## src/logic/iod_params.svh

```systemverilog
// Address map constants and field positions for the I/O space decoder
`ifndef IOD_PARAMS_SVH
`define IOD_PARAMS_SVH
`define IOD_DATA_OFFSET 8'h20
`define IOD_BIT_LIMIT 8'h1f
`define IOD_SHORT_LIMIT 8'h3f
`define IOD_EXT_BASE 8'h60
`define IOD_LOW_TOP 8'h5f
`define IOD_CTRL_CYCLES 1
`define IOD_FLAG_REG_INDEX 8'h15
`define IOD_RESET_BYTE 8'h00
`endif

```

## src/logic/iod_pkg.sv

```systemverilog
// Types shared by the I/O space decoder
package iod_pkg;
	typedef enum logic [3:0] {
		IOD_OP_NONE,
		IOD_OP_IN,
		IOD_OP_OUT,
		IOD_OP_BIT_SET,
		IOD_OP_BIT_CLR,
		IOD_OP_SKIP_ONE,
		IOD_OP_SKIP_ZERO,
		IOD_OP_DS_READ,
		IOD_OP_DS_WRITE,
		IOD_OP_IDLE,
		IOD_OP_SLEEP,
		IOD_OP_WDOG_CLR,
		IOD_OP_BREAK
	} iod_op_t;
	typedef enum logic [1:0] {
		IOD_STATE_IDLE,
		IOD_STATE_RMW
	} iod_state_t;
endpackage

```

## src/logic/iod_mem.sv

```systemverilog
// Register storage for the data-space I/O window, registered read data
`timescale 1ns/1ps
`include "iod_params.svh"
module iod_mem #(
	parameter int DEPTH = 256,
	parameter int AW = 8
) (
	input wire logic ref_clk,
	input wire logic resetn,
	input wire logic [AW-1:0] raddr,
	output logic [7:0] rdata,
	input wire logic we,
	input wire logic [AW-1:0] waddr,
	input wire logic [7:0] wdata
);
	logic [7:0] mem [DEPTH];
	logic [7:0] next_rdata;

	always_comb begin
		next_rdata = mem[raddr];
	end

	always_ff @(posedge ref_clk or negedge resetn) begin
		if (!resetn) begin
			rdata <= `IOD_RESET_BYTE;
		end else begin
			rdata <= next_rdata;
		end
	end

	always_ff @(posedge ref_clk) begin
		if (we) begin
			mem[waddr] <= wdata;
		end
	end
endmodule

```

## src/logic/iod_decoder.sv

```systemverilog
// I/O space access decoder between core execute stage and register file
// ----------------------------------------
// Summary of operation
// ----------------------------------------
`timescale 1ns/1ps
`include "iod_params.svh"
module iod_decoder #(
	parameter logic [255:0] RESERVED_MAP = 256'h0,
	parameter logic [255:0] W1C_MAP = 256'h0
) (
	input wire logic ref_clk,
	input wire logic resetn,
	input wire logic op_valid,
	input wire iod_pkg::iod_op_t op_code,
	input wire logic [7:0] op_addr,
	input wire logic [2:0] op_bit,
	input wire logic [7:0] op_wdata,
	input wire logic [7:0] flag_set,
	input wire logic [7:0] flag_set_addr,
	output logic op_done,
	output logic op_error,
	output logic [7:0] op_rdata,
	output logic skip_next,
	output logic sleep_req,
	output logic watchdog_clear,
	output logic debug_break
);
	// ----------------------------------------
	// Address helpers
	// ----------------------------------------
	function automatic logic [7:0] io_to_data(input logic [7:0] a);
		io_to_data = 8'(a + `IOD_DATA_OFFSET);
	endfunction

	function automatic logic addr_legal(input iod_pkg::iod_op_t op, input logic [7:0] a);
		case (op)
			iod_pkg::IOD_OP_BIT_SET, iod_pkg::IOD_OP_BIT_CLR,
			iod_pkg::IOD_OP_SKIP_ONE, iod_pkg::IOD_OP_SKIP_ZERO:
				addr_legal = (a <= `IOD_BIT_LIMIT);
			iod_pkg::IOD_OP_IN, iod_pkg::IOD_OP_OUT:
				addr_legal = (a <= `IOD_SHORT_LIMIT);
			iod_pkg::IOD_OP_DS_READ, iod_pkg::IOD_OP_DS_WRITE:
				addr_legal = (a >= `IOD_DATA_OFFSET);
			default:
				addr_legal = 1'b1;
		endcase
	endfunction

	// ----------------------------------------
	// State
	// ----------------------------------------
	iod_pkg::iod_state_t state, next_state;
	logic [7:0] hold_daddr, next_hold_daddr;
	logic hold_set, next_hold_set;
	logic [2:0] hold_bit, next_hold_bit;
	logic next_op_done, next_op_error, next_skip_next;
	logic next_sleep_req, next_watchdog_clear, next_debug_break;
	logic [7:0] next_op_rdata;
	logic [7:0] mem_raddr, mem_waddr, mem_wdata, mem_rdata;
	logic mem_we;
	logic [7:0] daddr;
	logic legal, rsvd;
	logic read_pend, next_read_pend;
	logic [7:0] merged;
	logic [7:0] flag_daddr, flag_reg, next_flag_reg, cur_rdata;
	logic [7:0] final_wdata;
	logic final_we;

	iod_mem #(
		.DEPTH(256),
		.AW(8)
	) u_mem (
		.ref_clk(ref_clk),
		.resetn(resetn),
		.raddr(mem_raddr),
		.rdata(mem_rdata),
		.we(final_we),
		.waddr(mem_waddr),
		.wdata(final_wdata)
	);

	always_comb begin
		case (op_code)
			iod_pkg::IOD_OP_DS_READ, iod_pkg::IOD_OP_DS_WRITE: daddr = op_addr;
			default: daddr = io_to_data(op_addr);
		endcase
		legal = addr_legal(op_code, op_addr);
		rsvd = RESERVED_MAP[daddr];
		flag_daddr = io_to_data(flag_set_addr);
		// The hardware flag register lives in flops so events land in any cycle
		cur_rdata = (hold_daddr == flag_daddr) ? flag_reg : mem_rdata;
	end

	always_comb begin
		next_state = state;
		next_hold_daddr = hold_daddr;
		next_hold_set = hold_set;
		next_hold_bit = hold_bit;
		next_read_pend = 1'b0;
		next_op_done = 1'b0;
		next_op_error = 1'b0;
		next_op_rdata = op_rdata;
		next_skip_next = 1'b0;
		next_sleep_req = 1'b0;
		next_watchdog_clear = 1'b0;
		next_debug_break = 1'b0;
		mem_raddr = daddr;
		mem_we = 1'b0;
		mem_waddr = daddr;
		mem_wdata = op_wdata;
		merged = 8'h00;
		case (state)
			iod_pkg::IOD_STATE_RMW: begin
				// Whole register written back: flags read as one get cleared, except the bit that a bit clear names
				merged = cur_rdata;
				merged[hold_bit] = hold_set;
				mem_we = 1'b1;
				mem_waddr = hold_daddr;
				mem_wdata = W1C_MAP[hold_daddr] ? 8'(cur_rdata & ~merged) : merged;
				next_op_done = 1'b1;
				next_state = iod_pkg::IOD_STATE_IDLE;
			end
			iod_pkg::IOD_STATE_IDLE: begin
				if (read_pend) begin
					next_op_done = 1'b1;
					next_op_rdata = RESERVED_MAP[hold_daddr] ? 8'h00 : cur_rdata;
					if (op_code == iod_pkg::IOD_OP_SKIP_ONE) begin
						next_skip_next = cur_rdata[hold_bit];
					end else if (op_code == iod_pkg::IOD_OP_SKIP_ZERO) begin
						next_skip_next = ~cur_rdata[hold_bit];
					end
				end else if (op_valid) begin
					next_hold_daddr = daddr;
					next_hold_bit = op_bit;
					case (op_code)
						iod_pkg::IOD_OP_IDLE: next_op_done = 1'b1;
						iod_pkg::IOD_OP_SLEEP: begin
							next_op_done = 1'b1;
							next_sleep_req = 1'b1;
						end
						iod_pkg::IOD_OP_WDOG_CLR: begin
							next_op_done = 1'b1;
							next_watchdog_clear = 1'b1;
						end
						iod_pkg::IOD_OP_BREAK: next_debug_break = 1'b1;
						default: begin
							if (!legal) begin
								next_op_done = 1'b1;
								next_op_error = 1'b1;
							end else if (op_code == iod_pkg::IOD_OP_OUT ||
								op_code == iod_pkg::IOD_OP_DS_WRITE) begin
								next_op_done = 1'b1;
								mem_we = !rsvd;
								// Flag registers: a one clears, a zero
								mem_wdata = W1C_MAP[daddr] ? 8'h00 : op_wdata;
								if (W1C_MAP[daddr]) begin
									next_state = iod_pkg::IOD_STATE_RMW;
									next_hold_bit = 3'h0;
									next_op_done = 1'b0;
									mem_we = 1'b0;
								end
							end else if (op_code == iod_pkg::IOD_OP_BIT_SET ||
								op_code == iod_pkg::IOD_OP_BIT_CLR) begin
								next_hold_set = (op_code == iod_pkg::IOD_OP_BIT_SET);
								next_state = rsvd ? iod_pkg::IOD_STATE_IDLE : iod_pkg::IOD_STATE_RMW;
								next_op_done = rsvd;
							end else begin
								next_read_pend = 1'b1;
							end
						end
					endcase
				end
			end
			default: next_state = iod_pkg::IOD_STATE_IDLE;
		endcase
	end

	// Plain writes to flag registers reuse the RMW slot with the write data
	logic [7:0] w1c_data, next_w1c_data;
	logic w1c_plain, next_w1c_plain;
	always_comb begin
		next_w1c_data = w1c_data;
		next_w1c_plain = 1'b0;
		if (state == iod_pkg::IOD_STATE_IDLE && next_state == iod_pkg::IOD_STATE_RMW) begin
			next_w1c_data = op_wdata;
			next_w1c_plain = (op_code == iod_pkg::IOD_OP_OUT || op_code == iod_pkg::IOD_OP_DS_WRITE);
		end
	end

	always_comb begin
		final_we = mem_we;
		final_wdata = (state == iod_pkg::IOD_STATE_RMW && w1c_plain) ?
			8'(cur_rdata & ~w1c_data) : mem_wdata;
		// A hardware flag set in the clearing cycle wins over the clear
		if (final_we && mem_waddr == flag_daddr) begin
			final_wdata = final_wdata | flag_set;
		end
		// Event bits collect every cycle, not only when the register is written
		next_flag_reg = flag_reg | flag_set;
		if (final_we && mem_waddr == flag_daddr) begin
			next_flag_reg = final_wdata;
		end
	end

	always_ff @(posedge ref_clk or negedge resetn) begin
		if (!resetn) begin
			state <= iod_pkg::IOD_STATE_IDLE;
			hold_daddr <= 8'h00;
			hold_set <= 1'b0;
			hold_bit <= 3'h0;
			read_pend <= 1'b0;
			op_done <= 1'b0;
			op_error <= 1'b0;
			op_rdata <= 8'h00;
			skip_next <= 1'b0;
			sleep_req <= 1'b0;
			watchdog_clear <= 1'b0;
			debug_break <= 1'b0;
			w1c_data <= 8'h00;
			w1c_plain <= 1'b0;
			flag_reg <= 8'h00;
		end else begin
			state <= next_state;
			hold_daddr <= next_hold_daddr;
			hold_set <= next_hold_set;
			hold_bit <= next_hold_bit;
			read_pend <= next_read_pend;
			op_done <= next_op_done;
			op_error <= next_op_error;
			op_rdata <= next_op_rdata;
			skip_next <= next_skip_next;
			sleep_req <= next_sleep_req;
			watchdog_clear <= next_watchdog_clear;
			debug_break <= next_debug_break;
			w1c_data <= next_w1c_data;
			w1c_plain <= next_w1c_plain;
			flag_reg <= next_flag_reg;
		end
	end
endmodule

```

## config.mk

```make
export PLATFORM = sky130hd
export DESIGN_NAME = iod_decoder
export DESIGN_NICKNAME = d
export VERILOG_FILES = /design/src/logic/iod_pkg.sv /design/src/logic/iod_mem.sv /design/src/logic/iod_decoder.sv
export VERILOG_INCLUDE_DIRS = /design/src /design/src/logic
export SDC_FILE = /design/constraint.sdc
export NUM_CORES = 2
export LEC_CHECK = 0
export BUFFER_PORTS_ARGS = -buffer_cell sky130_fd_sc_hd__buf_2
export CAP_MARGIN = 25
export CORE_ASPECT_RATIO = 2
export CORE_UTILIZATION = 45
export DETAILED_ROUTE_END_ITERATION = 12
export PLACE_DENSITY = 0.71
export SLEW_MARGIN = 5
export SYNTH_ARGS = -nofsm -noshare
export SYNTH_HDL_FRONTEND = slang
export SYNTH_HIERARCHICAL = 1
export SYNTH_SLANG_ARGS = --single-unit
export TNS_END_PERCENT = 20
```

## constraint.sdc

```tcl
create_clock -name ref_clk -period 42.3 [get_ports ref_clk]
set_input_delay 2.115 -clock ref_clk [delete_from_list [all_inputs] [get_ports ref_clk]]
set_output_delay 2.115 -clock ref_clk [all_outputs]
set_load 0.05 [all_outputs]
```

Word-level counts from Yosys, hierarchy flattened
Memory sizes are Yosys's and may differ from the RTL's. A register that Yosys moved wholly into a read port is not among the register bits.
Index checks and enable logic that the tools add are counted.
{ "totals": {"regBits": 46, "ram_bits": 2048, "romBits": 512, "out_inout_bits": 14, "wordCells": 152, "memories": 3} }
{ "memory_table": {"columns": ["name", "words", "width", "read_ports", "rd_ports_with_merged_regs", "write_ports", "line_no", "text"], "rows": [
  ["u_mem.mem", 256, 8, 1, 1, 1, "iod_mem.sv:16", "logic [7:0] mem [DEPTH];"],
  ["(no name shown)", 256, 1, 1, 0, 0, "iod_decoder.sv:156", "if (W1C_MAP[daddr]) begin"],
  ["(no name shown)", 256, 1, 1, 0, 0, "iod_decoder.sv:126", "next_op_rdata = RESERVED_MAP[hold_daddr] ? 8'h00 : cur_rdata;"]
]} }
{ "op_classes": {"add_sub_neg": 2, "n_lt_le_gt_ge": 7, "n_eq_ne": 16, "mux": 82, "bitwise": 10, "reduce_logical": 17} }
{ "ops": {"columns": ["operator", "n"], "rows": [
  ["2-to-1 mux 8 bit", 14],
  ["2-to-1 mux 1 bit", 48],
  ["equality test 4 bit (second input constant)", 5],
  ["< comparator 8 x 9 -> 1 bit (second input constant)", 2],
  ["adder 8 x 6 -> 8 bit (second input constant)", 2],
  ["bitwise AND 8 bit", 2],
  ["equality test 4 x 3 -> 1 bit (second input constant)", 4],
  ["equality test 8 bit", 2],
  ["2-to-1 mux 2 bit", 8],
  ["inverter 8 bit", 2],
  ["OR 8 bit", 2],
  ["case mux 8 bit (2 select lines)", 1],
  ["2-to-1 mux 3 bit", 4],
  ["bitwise mux 8 bit", 1],
  ["equality test 4 x 2 -> 1 bit (second input constant)", 2],
  [">= comparator 8 x 6 -> 1 bit (second input constant)", 1],
  ["<= comparator 8 x 5 -> 1 bit (second input constant)", 1],
  ["<= comparator 8 x 6 -> 1 bit (second input constant)", 1],
  ["OR reduction 4 bit", 2],
  ["AND reduction 7 bit", 1],
  ["case mux 1 bit (2 select lines)", 3],
  ["equality test 2 x 1 -> 1 bit (second input constant)", 2],
  ["equality test 4 x 1 -> 1 bit (second input constant)", 1],
  ["logical AND 1 bit", 4],
  ["other kinds (13)", 19]
]} }

Longest topological paths before layout
{ "depth": {"depth_word": 16, "depth_mapped": 13, "mapped_depth_nobuf": 10} }

Modules after synthesis
Netlist, hierarchy kept.
{ "modules_own_cells": {"columns": ["mod", "instances", "cells_each", "area_each_um2", "seq_area_each_um2"], "rows": [
  ["iod_mem", 1, 3795, 80038.0, 61699.2],
  ["iod_decoder", 1, 329, 3035.4, 1151.1]
]} }

Worst setup path after synthesis
OpenSTA, ideal clock, no wires.
{ "synth_timing": {"kind": "input to register", "startpoint": "input op_code[2]", "endpoint": "memory u_mem.mem[0][1], data pin", "setup_time_ns": 2.189, "t_arrival_ns": 13.782, "path_slack_ns": 26.329, "path_stages": 8, "cell_sequence": "or4b_1 -> nand3_1 -> xor2_1 -> mux2i_1 -> o211a_1 -> clkbuf_1 -> nand2_4 -> o21ai_0"} }
{ "synth_via": {"elab_chain_cells": 15, "word_cells_on_any_way": 42} }
{ "synth_rtl": {"columns": ["element", "line_no", "text"], "rows": [
  ["start: declaration", "iod_decoder.sv:14", "input wire iod_pkg::iod_op_t op_code,"],
  ["equality test 4 bit / equality test 4 x 3 -> 1 bit (equally long branches)", "iod_decoder.sv:36, iod_decoder.sv:83, iod_decoder.sv:151", null],
  ["OR reduction 2 bit", "iod_decoder.sv:36, iod_decoder.sv:83", null],
  ["2-to-1 mux 8 bit", "iod_decoder.sv:83", "case (op_code)"],
  ["memory (256 x 1 bit)", null, null],
  ["2-to-1 mux 1 bit (implied by the code)", "iod_decoder.sv:156", null],
  ["2-to-1 mux 8 bit / logical NOT 1 bit (equally long branches)", "iod_decoder.sv:155, iod_decoder.sv:153", null],
  ["2-to-1 mux 8 bit / 2-to-1 mux 1 bit (equally long branches)", "iod_decoder.sv:150, iod_decoder.sv:156", null],
  ["2-to-1 mux 8 bit / 2-to-1 mux 1 bit (equally long branches)", "iod_decoder.sv:147, iod_decoder.sv:150", null],
  ["2-to-1 mux 8 bit / 2-to-1 mux 1 bit (equally long branches)", "iod_decoder.sv:135, iod_decoder.sv:147", null],
  ["2-to-1 mux 8 bit / 2-to-1 mux 1 bit (equally long branches)", "iod_decoder.sv:132, iod_decoder.sv:135", null],
  ["2-to-1 mux 8 bit / 2-to-1 mux 1 bit (equally long branches)", "iod_decoder.sv:124, iod_decoder.sv:132", null],
  ["case mux 8 bit (2 select lines) / 2-to-1 mux 1 bit (equally long branches)", "iod_decoder.sv:112, iod_decoder.sv:124", null],
  ["2-to-1 mux 8 bit / case mux 1 bit (2 select lines) (equally long branches)", "iod_decoder.sv:192, iod_decoder.sv:112", null],
  ["OR 8 bit / logical AND 1 bit (equally long branches)", "iod_decoder.sv:196, iod_decoder.sv:195", null],
  ["2-to-1 mux 8 bit *", "iod_decoder.sv:195", "if (final_we && mem_waddr == flag_daddr) begin"],
  ["net final_wdata[1]", "iod_decoder.sv:66", "logic [7:0] final_wdata;"],
  ["end: declaration", "iod_mem.sv:16", null]
]} }
The timed path passes the listed nets; every way through them passes the cells marked *. The select of a mux whose other input is x is not followed.

Final worst setup path
{ "layout_timing": {"startpoint": "input op_addr[5]", "endpoint": "memory u_mem.mem[49][1], data pin"} }
{ "layout_via": {"elab_chain_cells": 14, "word_cells_on_any_way": 29} }
{ "layout_rtl": {"columns": ["element", "line_no", "text"], "rows": [
  ["start: declaration", "iod_decoder.sv:15", "input wire logic [7:0] op_addr,"],
  ["adder 8 x 6 -> 8 bit (no source line) *", null, null],
  ["2-to-1 mux 8 bit *", "iod_decoder.sv:83", null],
  ["net daddr[6]", "iod_decoder.sv:61", "logic [7:0] daddr;"],
  ["memory (256 x 1 bit)", null, null],
  ["2-to-1 mux 1 bit (implied by the code)", "iod_decoder.sv:156", null],
  ["2-to-1 mux 8 bit / logical NOT 1 bit (equally long branches)", "iod_decoder.sv:155, iod_decoder.sv:153", null],
  ["2-to-1 mux 8 bit / 2-to-1 mux 1 bit (equally long branches)", "iod_decoder.sv:150, iod_decoder.sv:156", null],
  ["2-to-1 mux 8 bit / 2-to-1 mux 1 bit (equally long branches)", "iod_decoder.sv:147, iod_decoder.sv:150", null],
  ["2-to-1 mux 8 bit / 2-to-1 mux 1 bit (equally long branches)", "iod_decoder.sv:135, iod_decoder.sv:147", null],
  ["2-to-1 mux 8 bit / 2-to-1 mux 1 bit (equally long branches)", "iod_decoder.sv:132, iod_decoder.sv:135", null],
  ["2-to-1 mux 8 bit / 2-to-1 mux 1 bit (equally long branches)", "iod_decoder.sv:124, iod_decoder.sv:132", null],
  ["case mux 8 bit (2 select lines) / 2-to-1 mux 1 bit (equally long branches)", "iod_decoder.sv:112, iod_decoder.sv:124", null],
  ["2-to-1 mux 8 bit / case mux 1 bit (2 select lines) (equally long branches)", "iod_decoder.sv:192, iod_decoder.sv:112", null],
  ["OR 8 bit / logical AND 1 bit (equally long branches)", "iod_decoder.sv:196, iod_decoder.sv:195", null],
  ["2-to-1 mux 8 bit *", "iod_decoder.sv:195", null],
  ["net final_wdata[1]", "iod_decoder.sv:66", null]
]} }
Marks and branches as above.

==> impl_metrics.yaml <==
timing:
  min_period_over_period: 0.1581
  finalSetupViolCount: 0
  final.hold.worst_slack_ps: 520.8
  finalMaxSlewViolations: 0
  rsz0062_at_grt: "false"
  clock_skew_ps: 46.78
  hold_violations: 0
  tns_ps: 0
  relSlewSlack: 0.1377
  worst_pin_slew_ps: 1293
  worst_slack_ps: 35610
  fin_crit_ps: 6688
  fmax_ghz: 0.1495
global_route:
  first_global_vias: 42630
  grt_max_degree: 212
  antenna_found_initial: 4
  grt_first_pass_wirelength_microns: 307100
  track_usage: 0.2319
  grt-ovfl-total: 0
synthesis:
  synthDistinctLibCells: 81
  syn-cell-area_sq_mm: 0.08307
  netlist_top_cells_count: "edfxtp_1 (2,048), mux4_2 (445), nor2_1 (312)"
  netlist_instances: 4124
  synth_top_area_cell: "edfxtp_1"
  avgSynthCellArea_sq_um: 20.14
  synth_area_leaders: "edfxtp_1 (74%), mux4_2 (12%), mux2i_1 (2.1%)"
  yosysMostFrequentCell: "edfxtp_1"
  yosysSeqAreaShare: 0.7566
  ys.flop_type: "edfxtp_1"
  ys_warn_count: 6
  synth-async-reset-ratio: 0.02569
  ys_ff_latch: 2102
  yosys.area.top_type_share: 0.7403
  synth_edf_count: 2048
cells_and_area:
  regMostFlops: "u_mem/mem"
  final_cell_area_sq_mm: 0.09113
  largest_register_ffs: 2048
  final_net_count: 4239
  fill_cells: 14140
  drive_gt1_frac: 0.2137
  syn_to_final_growth_pct: 9.698
  fin_util: 0.4978
min_path:
  hp-class: "reg2reg"
  whs_path_depth: 1
  hold_end: "w1c_data[3]"
  hp-start: "w1c_data[3]"
floorplan:
  io_pins: 56
  fp-row-count: 222
  fp.dieArea_sq_mm: 0.1864
  dieHeight_microns: 609.6
  core_area_sq_mm: 0.1830
  start_util: 0.4538
  die_x_microns: 305.8
placed_design:
  io_buffer_count: 55
  placed_area_sq_mm: 0.08570
  dpl.hpwl_microns: 139000
  dpl_worst_slack_ps: 34830
  gp_congestion: 0.9307
drt:
  vias_per_cell: 6.250
  wl_met3_microns: 14670
  drt-met1-wl_microns: 65780
  drt_wl_total_microns: 216700
  drt.antenna.violating_nets: 0
  drt_iter0_drc: 4980
  dr_wl_met2_microns: 114900
  firstDrtPassIters: 9
  vias: 41710
  drc: 0
  routed.top_layer: "met4"
  wire_per_inst_microns: 32.47
job:
  max_cap_viol_count: 0
cts:
  cts.sinks: 2102
  cts_root_buffer: "clkbuf_16"
  cts_tree: "yes"
  cts_resized: 0
  insertion_delay_ps: 830
  cts.clk_slew.worst_paths_ps: 80
  cts_setup_buffers: 0
  numCtsBuffers: 169
  holdBufCountCts: 0
  clockBufferDepth: 4
  cts_max_level: 4
worst_setup_path:
  path_cells: "buf_2 > ha_1 > or2_2 > a21oi_1 > a211oi_4 > buf_4 > xnor2_1 > o211a_1 > nand2_4 > o21ai_4 > buf_4 > buf_4 > buf_4"
  path_class: "in2reg"
  critPathLaunchType: "primary input"
  arrival_ps: 7150
  reg2reg_slack_ps: 36530
  slowest_delay_ps: 900
  cp.required_ps: 42760
  r2r_cells: 11
  crit_slowest_cell: "buf_4"
  critPathCaptureType: "flip-flop"
  cpMostUsedCell: "buf_4"
  worstReg2RegStart: "state[1]"
  cp_max_fo: 89
  r2r_end: "u_mem/mem[49][1]"
pwr:
  power.leakage_uw: 0.02825
  pwr_density_cell_mw_per_mm2: 46.08
  ir_drop_v: 0.00003134
run_status:
  outcome: "finished clean"
[area by class of cell]
| type | count | area (sq um) | share of cell area |
|---|---|---|---|
| Clock buffer | 211 | 4461 | 0.04895 |
| Timing Repair Buffer | 154 | 1274 | 0.01398 |
| Tap cell | 2352 | 2943 | 0.03229 |
| Antenna cell | 2 | 5.005 | 0.00005492 |
| Multi-Input combinational cell | 1757 | 18710 | 0.2054 |
| Sequential cell | 2102 | 62850 | 0.6897 |
| Clock inverter | 84 | 842.1 | 0.009240 |
| Inverter | 11 | 41.29 | 0.0004531 |
[power by group]
group          internal [uW]  switching (uW)
Clock                    848             714
Sequential              2320            18.8
Combinational           88.5             210
[kinds of logic after synthesis]
group,Yosys count,share of synthesized area
adder cells (fa/ha/maj),2,0.0003012
XOR/XNOR,19,0.002184
buffers and inverters,266,0.02048
AND/OR/NAND/NOR,638,0.03591
flip-flops,2102,0.7566
AO/OA/AOI/OAI,436,0.03720
multiplexers,660,0.1473
other,1,0.00004514
[worst max-delay path, delay by kind of cell]
kind            cells  cell delay (ps)
compound gates      4              860
fa+ha+maj           1              330
simple gates        2              510
xor+xnor            1              240
buf+inv             5             2860
[per-layer routing]
metal	vias to the layer above	GRT usage
met1	21840	0.2345
met3	651	0.03328
met5	-	0
li1	17130	-
met2	2092	0.4215
met4	0	0.1876
[cell usage in the layout, fill, tap and decap left out, types with 8 or more instances in the layout]
cell,n
nand3_1,44
xor2_1,13
o21ai_1,20
nor2_1,309
edfxtp_1,2048
a221oi_1,23
a211oi_1,11
mux4_2,445
o221ai_1,37
buf_6,8
clkinv_1,29
a22oi_1,93
nand2b_1,11
and2_1,10
buf_2,56
clkbuf_1,38
clkbuf_16,172
buf_4,73
inv_1,10
nor2b_1,31
mux2i_1,176
bufinv_16,16
nand2_1,99
buf_12,10
a31oi_1,17
o22ai_1,35
nand4_1,21
nor3_1,28
nor4_1,17
dfrtp_1,54
o21ai_0,11
a22o_1,19
mux2_2,38
clkinv_2,27
a21oi_1,101
[stage by stage]
step                      power, uW  cells
after floorplan                2574   4125
after global placement         2668   6346
after detailed placement       2677   6370
after CTS                      4213   6665
after global routing           4293   6672
final                          4199   6673
[how the worst max path moves through the flow]
stage	slack [ps]	to	from
after floorplan	26330	u_mem/mem[0][1]	op_code[2]
after global placement	34950	u_mem/rdata[4]	op_addr[0]
after detailed placement	34830	u_mem/mem[43][1]	op_code[2]
after CTS	35680	u_mem/mem[41][1]	op_code[3]
after global routing	35360	u_mem/mem[50][1]	op_code[3]
final	35610	u_mem/mem[49][1]	op_addr[5]
(Power assumes the default switching activity.)
